$ cat src/pkg/rls_regs.vh
// constants of the radio link setup register group
// assumes an 8-bit register port with 5-bit register addresses
`ifndef RLS_REGS_VH
`define RLS_REGS_VH

// register addresses
`define RLS_ADDR_AW      5'h03
`define RLS_ADDR_RETX    5'h04
`define RLS_ADDR_CHAN    5'h05
`define RLS_ADDR_RADIO   5'h06

// address width setup field
`define RLS_AW_LSB       0
`define RLS_AW_RST       2'h3
`define RLS_AW_ILLEGAL   2'h0

// retransmit setup fields
`define RLS_DELAY_LSB    4
`define RLS_DELAY_RST    4'h0
`define RLS_COUNT_LSB    0
`define RLS_COUNT_RST    4'h3

// channel field
`define RLS_CHAN_LSB     0
`define RLS_CHAN_RST     7'h02

// radio setup fields
`define RLS_CARRIER_BIT  7
`define RLS_LOWRATE_BIT  5
`define RLS_FORCE_BIT    4
`define RLS_HIGHRATE_BIT 3
`define RLS_POWER_LSB    1
`define RLS_CARRIER_RST  1'h0
`define RLS_LOWRATE_RST  1'h0
`define RLS_FORCE_RST    1'h0
`define RLS_HIGHRATE_RST 1'h1
`define RLS_POWER_RST    2'h3

// data rate codes on rate_select
`define RLS_RATE_1M      2'h0
`define RLS_RATE_2M      2'h1
`define RLS_RATE_250K    2'h2

// retransmit delay step
`define RLS_STEP_US      250
`define RLS_CLK_MHZ      40
// 250 us at 40 MHz, sized for the 18-bit step parameter
`define RLS_STEP_CYCLES  18'd10000

`endif

$ cat src/hdl/rls_retx_engine.v
// automatic retransmission sequencer with lost packet counter
// assumes one-cycle event pulses from the transmit state machine
`timescale 1ns/1ps
`default_nettype none

module rls_retx_engine #(
  parameter [17:0] STEP_CYCLES = 18'd10000
) (
  input  wire       clk,
  input  wire       reset,
  input  wire [3:0] delay_code,
  input  wire [3:0] count_code,
  input  wire       ack_required,
  input  wire       new_packet,
  input  wire       tx_end,
  input  wire       ack_received,
  input  wire       ack_failed,
  input  wire       clear_lost,
  output reg        retx_start,
  output reg        retx_exhausted,
  output reg  [3:0] retx_done_count,
  output reg  [3:0] lost_packet_counter
);

  localparam [1:0] ST_IDLE = 2'h0;
  localparam [1:0] ST_WAIT = 2'h1;

  reg  [1:0]  state;
  reg  [17:0] timer;
  reg         failed;
  wire [17:0] delay_steps = {14'h0, delay_code} + 18'h1;
  wire [35:0] delay_prod  = {18'h0, delay_steps} * {18'h0, STEP_CYCLES};

  always @(posedge clk)
  begin
    if (reset)
    begin
      state               <= ST_IDLE;
      timer               <= 18'h0;
      failed              <= 1'b0;
      retx_start          <= 1'b0;
      retx_exhausted      <= 1'b0;
      retx_done_count     <= 4'h0;
      lost_packet_counter <= 4'h0;
    end
    else
    begin
      retx_start     <= 1'b0;
      retx_exhausted <= 1'b0;
      if (new_packet)
        retx_done_count <= 4'h0;
      case (state)
        ST_IDLE:
        begin
          failed <= 1'b0;
          // RL15 only acked pipes
          if (tx_end && ack_required)
          begin
            // RL4 delay from transmission end
            timer <= delay_prod[17:0] - 18'h1;
            state <= ST_WAIT;
          end
        end
        ST_WAIT:
        begin
          if (timer != 18'h0)
            timer <= timer - 18'h1;
          if (ack_failed)
            failed <= 1'b1;
          if (ack_received)
            state <= ST_IDLE;
          else if (timer == 18'h0 && (failed || ack_failed))
          begin
            state <= ST_IDLE;
            // RL5 bounded retry count
            if (retx_done_count < count_code)
            begin
              retx_start      <= 1'b1;
              retx_done_count <= retx_done_count + 4'h1;
            end
            else
            begin
              retx_exhausted <= 1'b1;
              if (lost_packet_counter != 4'hf)
                lost_packet_counter <= lost_packet_counter + 4'h1;
            end
          end
        end
        default:
          state <= ST_IDLE;
      endcase
      // RL14 channel write clears
      if (clear_lost)
        lost_packet_counter <= 4'h0;
    end
  end

endmodule // rls_retx_engine

`default_nettype wire

$ cat src/hdl/rls_setup_regs.v
// radio link setup registers and the logic they steer
// assumes the command port decoder gives one-cycle read/write strobes
// What this block does
// RL1 - Two-bit address width code, resets five bytes
// RL2 - Short widths keep low address bytes only
// RL3 - One address width for every pipe
// RL4 - Retry delay in 250 us steps
// RL5 - Retry count 0 to 15, resets three
// RL6 - Seven-bit channel field, resets to two
// RL7 - Carrier bit makes continuous carrier, resets low
// RL8 - Rate pair selects 1M, 2M, 250k
// RL9 - Low rate overrides high, high resets one
// RL10 - Force bit holds pll lock asserted
// RL11 - Two-bit transmit power, resets to 0 dBm
// RL12 - Access only by command port reads/writes
// RL13 - Undefined bits read back as zero
// RL14 - Channel write clears saturating lost counter
// RL15 - Retries only for auto-acknowledged pipes
// RL16 - Controller writes no reserved or illegal codes
`timescale 1ns/1ps
`default_nettype none
`include "rls_regs.vh"

module rls_setup_regs #(
  parameter [17:0] STEP_CYCLES = `RLS_STEP_CYCLES
) (
  input  wire        clk,
  input  wire        reset,
  input  wire [4:0]  reg_addr,
  input  wire [7:0]  reg_wdata,
  input  wire        reg_write,
  input  wire        reg_read,
  output reg  [7:0]  reg_rdata,
  input  wire [39:0] stored_address,
  input  wire [5:0]  auto_ack_enables,
  input  wire [2:0]  tx_pipe,
  input  wire        tx_mode,
  input  wire        pll_lock_raw,
  input  wire        new_packet,
  input  wire        tx_end,
  input  wire        ack_received,
  input  wire        ack_failed,
  output reg  [39:0] active_address,
  output reg  [2:0]  addr_width_bytes,
  output reg  [6:0]  radio_channel_out,
  output reg         continuous_carrier_out,
  output reg  [1:0]  rate_select,
  output reg         pll_lock_status,
  output reg  [1:0]  tx_power_out,
  output reg         tx_power_enable,
  output wire        retx_start,
  output wire        retx_exhausted,
  output wire [3:0]  retx_done_count,
  output wire [3:0]  lost_packet_counter
);

  // -------------------------------------------------------------
  // register fields
  // -------------------------------------------------------------
  reg  [1:0] addr_width_code;
  reg  [3:0] retransmit_delay;
  reg  [3:0] retransmit_count;
  reg  [6:0] radio_channel;
  reg        continuous_carrier;
  reg        low_rate_select;
  reg        force_lock;
  reg        high_rate_select;
  reg  [1:0] tx_power_level;

  wire       wr_aw    = reg_write && reg_addr == `RLS_ADDR_AW;
  wire       wr_retx  = reg_write && reg_addr == `RLS_ADDR_RETX;
  wire       wr_chan  = reg_write && reg_addr == `RLS_ADDR_CHAN;
  wire       wr_radio = reg_write && reg_addr == `RLS_ADDR_RADIO;
  wire [1:0] new_aw   = reg_wdata[`RLS_AW_LSB +: 2];

  // RL12 writes through command port
  always @(posedge clk)
  begin
    if (reset)
    begin
      // RL1 width resets five bytes
      addr_width_code    <= `RLS_AW_RST;
      // RL4 delay resets shortest
      retransmit_delay   <= `RLS_DELAY_RST;
      // RL5 count resets three
      retransmit_count   <= `RLS_COUNT_RST;
      // RL6 channel resets two
      radio_channel      <= `RLS_CHAN_RST;
      // RL7 carrier resets low
      continuous_carrier <= `RLS_CARRIER_RST;
      low_rate_select    <= `RLS_LOWRATE_RST;
      force_lock         <= `RLS_FORCE_RST;
      // RL9 high rate resets one
      high_rate_select   <= `RLS_HIGHRATE_RST;
      // RL11 power resets 0 dBm
      tx_power_level     <= `RLS_POWER_RST;
    end
    else
    begin
      // RL16 illegal width code ignored
      if (wr_aw && new_aw != `RLS_AW_ILLEGAL)
        addr_width_code <= new_aw;
      if (wr_retx)
      begin
        retransmit_delay <= reg_wdata[`RLS_DELAY_LSB +: 4];
        retransmit_count <= reg_wdata[`RLS_COUNT_LSB +: 4];
      end
      if (wr_chan)
        radio_channel <= reg_wdata[`RLS_CHAN_LSB +: 7];
      if (wr_radio)
      begin
        continuous_carrier <= reg_wdata[`RLS_CARRIER_BIT];
        low_rate_select    <= reg_wdata[`RLS_LOWRATE_BIT];
        force_lock         <= reg_wdata[`RLS_FORCE_BIT];
        high_rate_select   <= reg_wdata[`RLS_HIGHRATE_BIT];
        tx_power_level     <= reg_wdata[`RLS_POWER_LSB +: 2];
      end
    end
  end

  // -------------------------------------------------------------
  // read back
  // -------------------------------------------------------------
  reg [7:0] next_rdata;

  // RL13 undefined bits zero
  always @*
  begin
    next_rdata = 8'h00;
    case (reg_addr)
      `RLS_ADDR_AW:
        next_rdata[`RLS_AW_LSB +: 2] = addr_width_code;
      `RLS_ADDR_RETX:
      begin
        next_rdata[`RLS_DELAY_LSB +: 4] = retransmit_delay;
        next_rdata[`RLS_COUNT_LSB +: 4] = retransmit_count;
      end
      `RLS_ADDR_CHAN:
        next_rdata[`RLS_CHAN_LSB +: 7] = radio_channel;
      `RLS_ADDR_RADIO:
      begin
        next_rdata[`RLS_CARRIER_BIT]     = continuous_carrier;
        next_rdata[`RLS_LOWRATE_BIT]     = low_rate_select;
        next_rdata[`RLS_FORCE_BIT]       = force_lock;
        next_rdata[`RLS_HIGHRATE_BIT]    = high_rate_select;
        next_rdata[`RLS_POWER_LSB +: 2]  = tx_power_level;
      end
      default:
        next_rdata = 8'h00;
    endcase
  end

  // RL12 reads through command port
  always @(posedge clk)
  begin
    if (reset)
      reg_rdata <= 8'h00;
    else if (reg_read)
      reg_rdata <= next_rdata;
  end

  // -------------------------------------------------------------
  // address width and address trimming
  // -------------------------------------------------------------
  reg [2:0] next_width;

  // RL1 width code decode
  always @*
  begin
    case (addr_width_code)
      2'h1:    next_width = 3'h3;
      2'h2:    next_width = 3'h4;
      default: next_width = 3'h5;
    endcase
  end

  wire [39:0] next_address;
  genvar gi;
  generate
    for (gi = 0; gi < 5; gi = gi + 1)
    begin : g_byte
      // RL2 keep low bytes
      assign next_address[gi*8 +: 8] =
        (gi < next_width) ? stored_address[gi*8 +: 8] : 8'h00;
    end
  endgenerate

  // RL3 shared width for pipes
  always @(posedge clk)
  begin
    if (reset)
    begin
      addr_width_bytes <= 3'h5;
      active_address   <= 40'h0;
    end
    else
    begin
      addr_width_bytes <= next_width;
      active_address   <= next_address;
    end
  end

  // -------------------------------------------------------------
  // radio controls
  // -------------------------------------------------------------
  reg [1:0] next_rate;

  always @*
  begin
    // RL9 low rate wins
    if (low_rate_select)
      next_rate = `RLS_RATE_250K;
    // RL8 rate pair decode
    else if (high_rate_select)
      next_rate = `RLS_RATE_2M;
    else
      next_rate = `RLS_RATE_1M;
  end

  always @(posedge clk)
  begin
    if (reset)
    begin
      radio_channel_out      <= `RLS_CHAN_RST;
      continuous_carrier_out <= 1'b0;
      rate_select            <= `RLS_RATE_2M;
      pll_lock_status        <= 1'b0;
      tx_power_out           <= `RLS_POWER_RST;
      tx_power_enable        <= 1'b0;
    end
    else
    begin
      // RL6 tune to channel
      radio_channel_out      <= radio_channel;
      // RL7 continuous carrier drive
      continuous_carrier_out <= continuous_carrier;
      rate_select            <= next_rate;
      // RL10 forced lock
      pll_lock_status        <= pll_lock_raw | force_lock;
      // RL11 power in transmit
      tx_power_out           <= tx_power_level;
      tx_power_enable        <= tx_mode | continuous_carrier;
    end
  end

  // -------------------------------------------------------------
  // retransmission
  // -------------------------------------------------------------
  wire pipe_acked = (tx_pipe < 3'h6) ? auto_ack_enables[tx_pipe] : 1'b0;

  // RL4 RL5 RL14 RL15 retry engine
  rls_retx_engine #(
    .STEP_CYCLES (STEP_CYCLES)
  ) u_retx (
    .clk                 (clk),
    .reset               (reset),
    .delay_code          (retransmit_delay),
    .count_code          (retransmit_count),
    .ack_required        (pipe_acked),
    .new_packet          (new_packet),
    .tx_end              (tx_end),
    .ack_received        (ack_received),
    .ack_failed          (ack_failed),
    .clear_lost          (wr_chan),
    .retx_start          (retx_start),
    .retx_exhausted      (retx_exhausted),
    .retx_done_count     (retx_done_count),
    .lost_packet_counter (lost_packet_counter)
  );

endmodule // rls_setup_regs

`default_nettype wire

$ cat config.mk
export PLATFORM = sky130hd
export DESIGN_NAME = rls_setup_regs
export DESIGN_NICKNAME = d
export VERILOG_FILES = /design/src/hdl/rls_retx_engine.v /design/src/hdl/rls_setup_regs.v
export VERILOG_INCLUDE_DIRS = /design/src /design/src/pkg
export SDC_FILE = /design/constraint.sdc
export NUM_CORES = 1
export LEC_CHECK = 0
export BUFFER_PORTS_ARGS = -buffer_cell sky130_fd_sc_hd__buf_4
export CORE_ASPECT_RATIO = 0.7
export CORE_UTILIZATION = 25
export CTS_BUF_LIST = sky130_fd_sc_hd__clkbuf_16
export CTS_CLUSTER_SIZE = 14
export DETAILED_ROUTE_END_ITERATION = 16
export PLACE_DENSITY = 0.48
export SYNTH_ARGS = -nofsm -noshare
export SYNTH_HDL_FRONTEND = slang
export SYNTH_HIERARCHICAL = 1
export SYNTH_SLANG_ARGS = --single-unit
$ cat constraint.sdc
create_clock -name clk -period 6.95 [get_ports clk]
set_input_delay 1.39 -clock clk [delete_from_list [all_inputs] [get_ports clk]]
set_output_delay 1.39 -clock clk [all_outputs]
set_load 0.1 [all_outputs]
==> run metrics <==
status=complete, no violations; YS warnings=6; syn nets=691; largest net degree at the start of global routing=58; number of detailed-route iterations in the first pass=5; DIE AREA=22800 um^2; share of cells above drive strength 1=0.268; H-tree lvl count=4; routability cong.=0.794; area of the core=21700 um^2; Hold WC Path Type=reg -> reg; Initial Util=0.256; Synth area leader=dfxtp_1; Worst Setup Start Kind=register; CP max FO=9; cts repair resizes=0; Post-Route WL=15.0 mm; area share of the leading cell type in the synthesized netlist=0.425; top_reg_cell synth=dfxtp_1; setup TNS=0 ns; GR peak layer=met1; routing usage on met2=0.168; grt ovf=0; most frequent cells in the layout=buf_4 (147), dfxtp_1 (118), nor2_1 (53), ha_1 (36), and2_1 (30); Combinational Power Share=0.160; clock buffer depth=2; met3 Usage GRT=0.0276; # diodes=0; multi-input logic area=3000 um^2; DRT iter0 DRCs=317; Mapped Cells=579; Die Y=127 um; P_int=1350 uW; Fin. Hold Viols=0; num rows=45; GR Util met1=0.205; Clock power frac=0.457; CP endpoint=u_retx/timer[17]$_SDFFE_PP0P_; Worst R2R Setup Slack=2.08 ns; crit path launch=retransmit_delay[0]$_SDFFE_PP0P_; top cells by area, synth=dfxtp_1 (43%), ha_1 (8.1%), mux2i_1 (4.3%); worst path arrival time=5.15 ns; worst setup margin=2.08 ns; Layout area overhead=34.6%; number of global-route vias before repair=4169; via/cell ratio=4.46; Post-CTS Setup Bufs=0; total CTS buffers=17; first-pass GRT wire length=23.5 mm; hpwl dp=11.1 mm; Reg clk slew, reported paths=0.06 ns; RSZ-0062 raised after global routing=false; Inst Count DP=987; syn avg cell area=9.59 um^2; static leakage=0.00341 uW; post-synthesis instance area=5560 um^2; Worst Path Required=7.23 ns; initial antenna violation count=0; worst-margin pin slew=0.808 ns; Final period util=0.701; Overall Global Routing Usage=0.131; IO buf count=146; PD cells=251 nW/um^2; Crit Reg-Reg Endpoint=u_retx/timer[17]$_SDFFE_PP0P_; vias after detailed routing=4531; clock root cell=clkbuf_16; Final Setup Violations=0; max_cap viols=0; Routed Antenna Nets=0; Max rail drop VDD=185 uV; Worst-Skew Late Latency=0.41 ns; fill cell count=2259; DR WL/cell=14.7 um; sequential cell area=2360 um^2; Sequential Power Share=0.383; Rel. slew slack=0.459; hold_buf cts=0; CTS tree=yes; CTS sink cnt=118; Psw=528 uW; Non-Filler Instances=1017; Switching Share=0.281; critical path capture point type=register; RR Startpoint=retransmit_delay[0]$_SDFFE_PP0P_; Netlist cell types=69; # DRC=0; layout net count=836; EDFF count, synth=0; Reg2Reg Depth=15; Max Transition Viols Final=0; die width=180 um; sequential share of the synthesized area=0.425; flop and latch count out of synthesis=118; asr flop ratio synth=0; Placement Setup Slack=2.05 ns; most common cell after layout, fill and taps aside=buf_4; Setup Skew=0.00875 ns; Min Clock Period, post-route=4.87 ns; IO Pins=147; critical path type=reg -> reg; Peak Freq=205 MHz
-- worst max-delay path: stages, from the launching register on --
cell       delay, ns
dfxtp_1         0.57
nand3_1         0.14
xor2_1          0.66
fa_1            0.53
ha_1            0.20
inv_1           0.06
fa_1            0.40
inv_1           0.07
ha_1            0.29
and3_1          0.22
a2111oi_0       0.43
a2111oi_1       0.16
or3_1           0.35
a2111o_1        0.36
xnor2_1         0.17
o32ai_1         0.11
-- cells by family after synthesis --
group	Yosys count	share of synthesized area
adders and majority gates	40	0.0955
AOI/OAI and AO/OA	97	0.118
muxes	30	0.0574
buffers and inverters	46	0.0351
DFF	118	0.425
and+or+nand+nor	222	0.228
xor gates and xnor gates	26	0.0410
-- worst min-delay path by stage --
stage / startpoint / end / slack [ns] / cells past startpoint
finish: radio_channel[1]$_SDFFE_PP1P_ / radio_channel_out[1]$_SDFF_PP1_ / 0.46 / 1
CTS: radio_channel[1]$_SDFFE_PP1P_ / radio_channel_out[1]$_SDFF_PP1_ / 0.46 / 1
global route: radio_channel[1]$_SDFFE_PP1P_ / radio_channel_out[1]$_SDFF_PP1_ / 0.48 / 1
global placement: radio_channel[1]$_SDFFE_PP1P_ / radio_channel_out[1]$_SDFF_PP1_ / 0.44 / 1
detailed placement: radio_channel[1]$_SDFFE_PP1P_ / radio_channel_out[1]$_SDFF_PP1_ / 0.45 / 1
floorplan: radio_channel[1]$_SDFFE_PP1P_ / radio_channel_out[1]$_SDFF_PP1_ / 0.43 / 1
-- flip-flops by register name, summed over array words and instances, names as in the netlist, 2 cells and up --
register                    flops
tx_power_level                  2
retransmit_count                4
u_retx/timer                   18
reg_rdata                       8
tx_power_out                    2
radio_channel_out               7
u_retx/retx_done_count          4
addr_width_code                 2
rate_select                     2
active_address                 40
addr_width_bytes                3
u_retx/lost_packet_counter      4
retransmit_delay                4
radio_channel                   7
-- routing by layer --
layer  share of wire  vias to the layer above
met3           0.045                       15
li1                -                     2322
met1            0.56                     2085
met2            0.39                      109
met4           0.013                        0
met5               0                        -
-- per-stage QoR --
stage / utilization / hold WS, ns / cell area (um^2) / total power [uW]
2_1_floorplan: - / 0.426 / 5560 / 946
4_1_cts: 0.344 / 0.463 / 7480 / 1910
6_report: 0.344 / 0.458 / 7480 / 1880
3_5_place_dp: 0.318 / 0.448 / 6910 / 1030
5_1_grt: 0.344 / 0.483 / 7480 / 1960
3_3_place_gp: 0.318 / 0.440 / 6910 / 1040
-- layout make-up --
type | count | share of cell area
Multi-Input combinational cell | 415 | 0.401
Sequential cell | 118 | 0.316
Timing Repair Buffer | 147 | 0.148
Clock buffer | 17 | 0.0569
Tap cell | 282 | 0.0472
Clock inverter | 13 | 0.0191
Inverter | 25 | 0.0125
-- Yosys cell counts, types with 3 or more instances --
master,instances
a211oi_1,5
a22o_1,4
mux2i_1,24
a31oi_1,6
a21o_1,8
ha_1,36
nor2_1,53
a22oi_1,6
inv_1,24
and2_1,30
a21oi_1,21
xnor2_1,13
o211ai_1,4
nor2b_1,29
nand2b_1,6
dfxtp_1,118
nand2_1,23
nand3b_1,3
clkbuf_1,15
fa_1,4
nor3_1,18
nor4_1,8
o21ai_0,18
mux2_1,3
and3_1,9
or3_1,6
buf_2,3
xor2_1,13
nand3_1,13
or2_2,6
-- power groups by stage --
stage	Clock, uW	Combinational [uW]	Sequential (uW)
finish	859	301	719
global route	911	322	723
CTS	884	302	719
detailed placement	0	301	733
global placement	0	302	734
floorplan	0	114	831
Power figures use the tool's default switching activity.
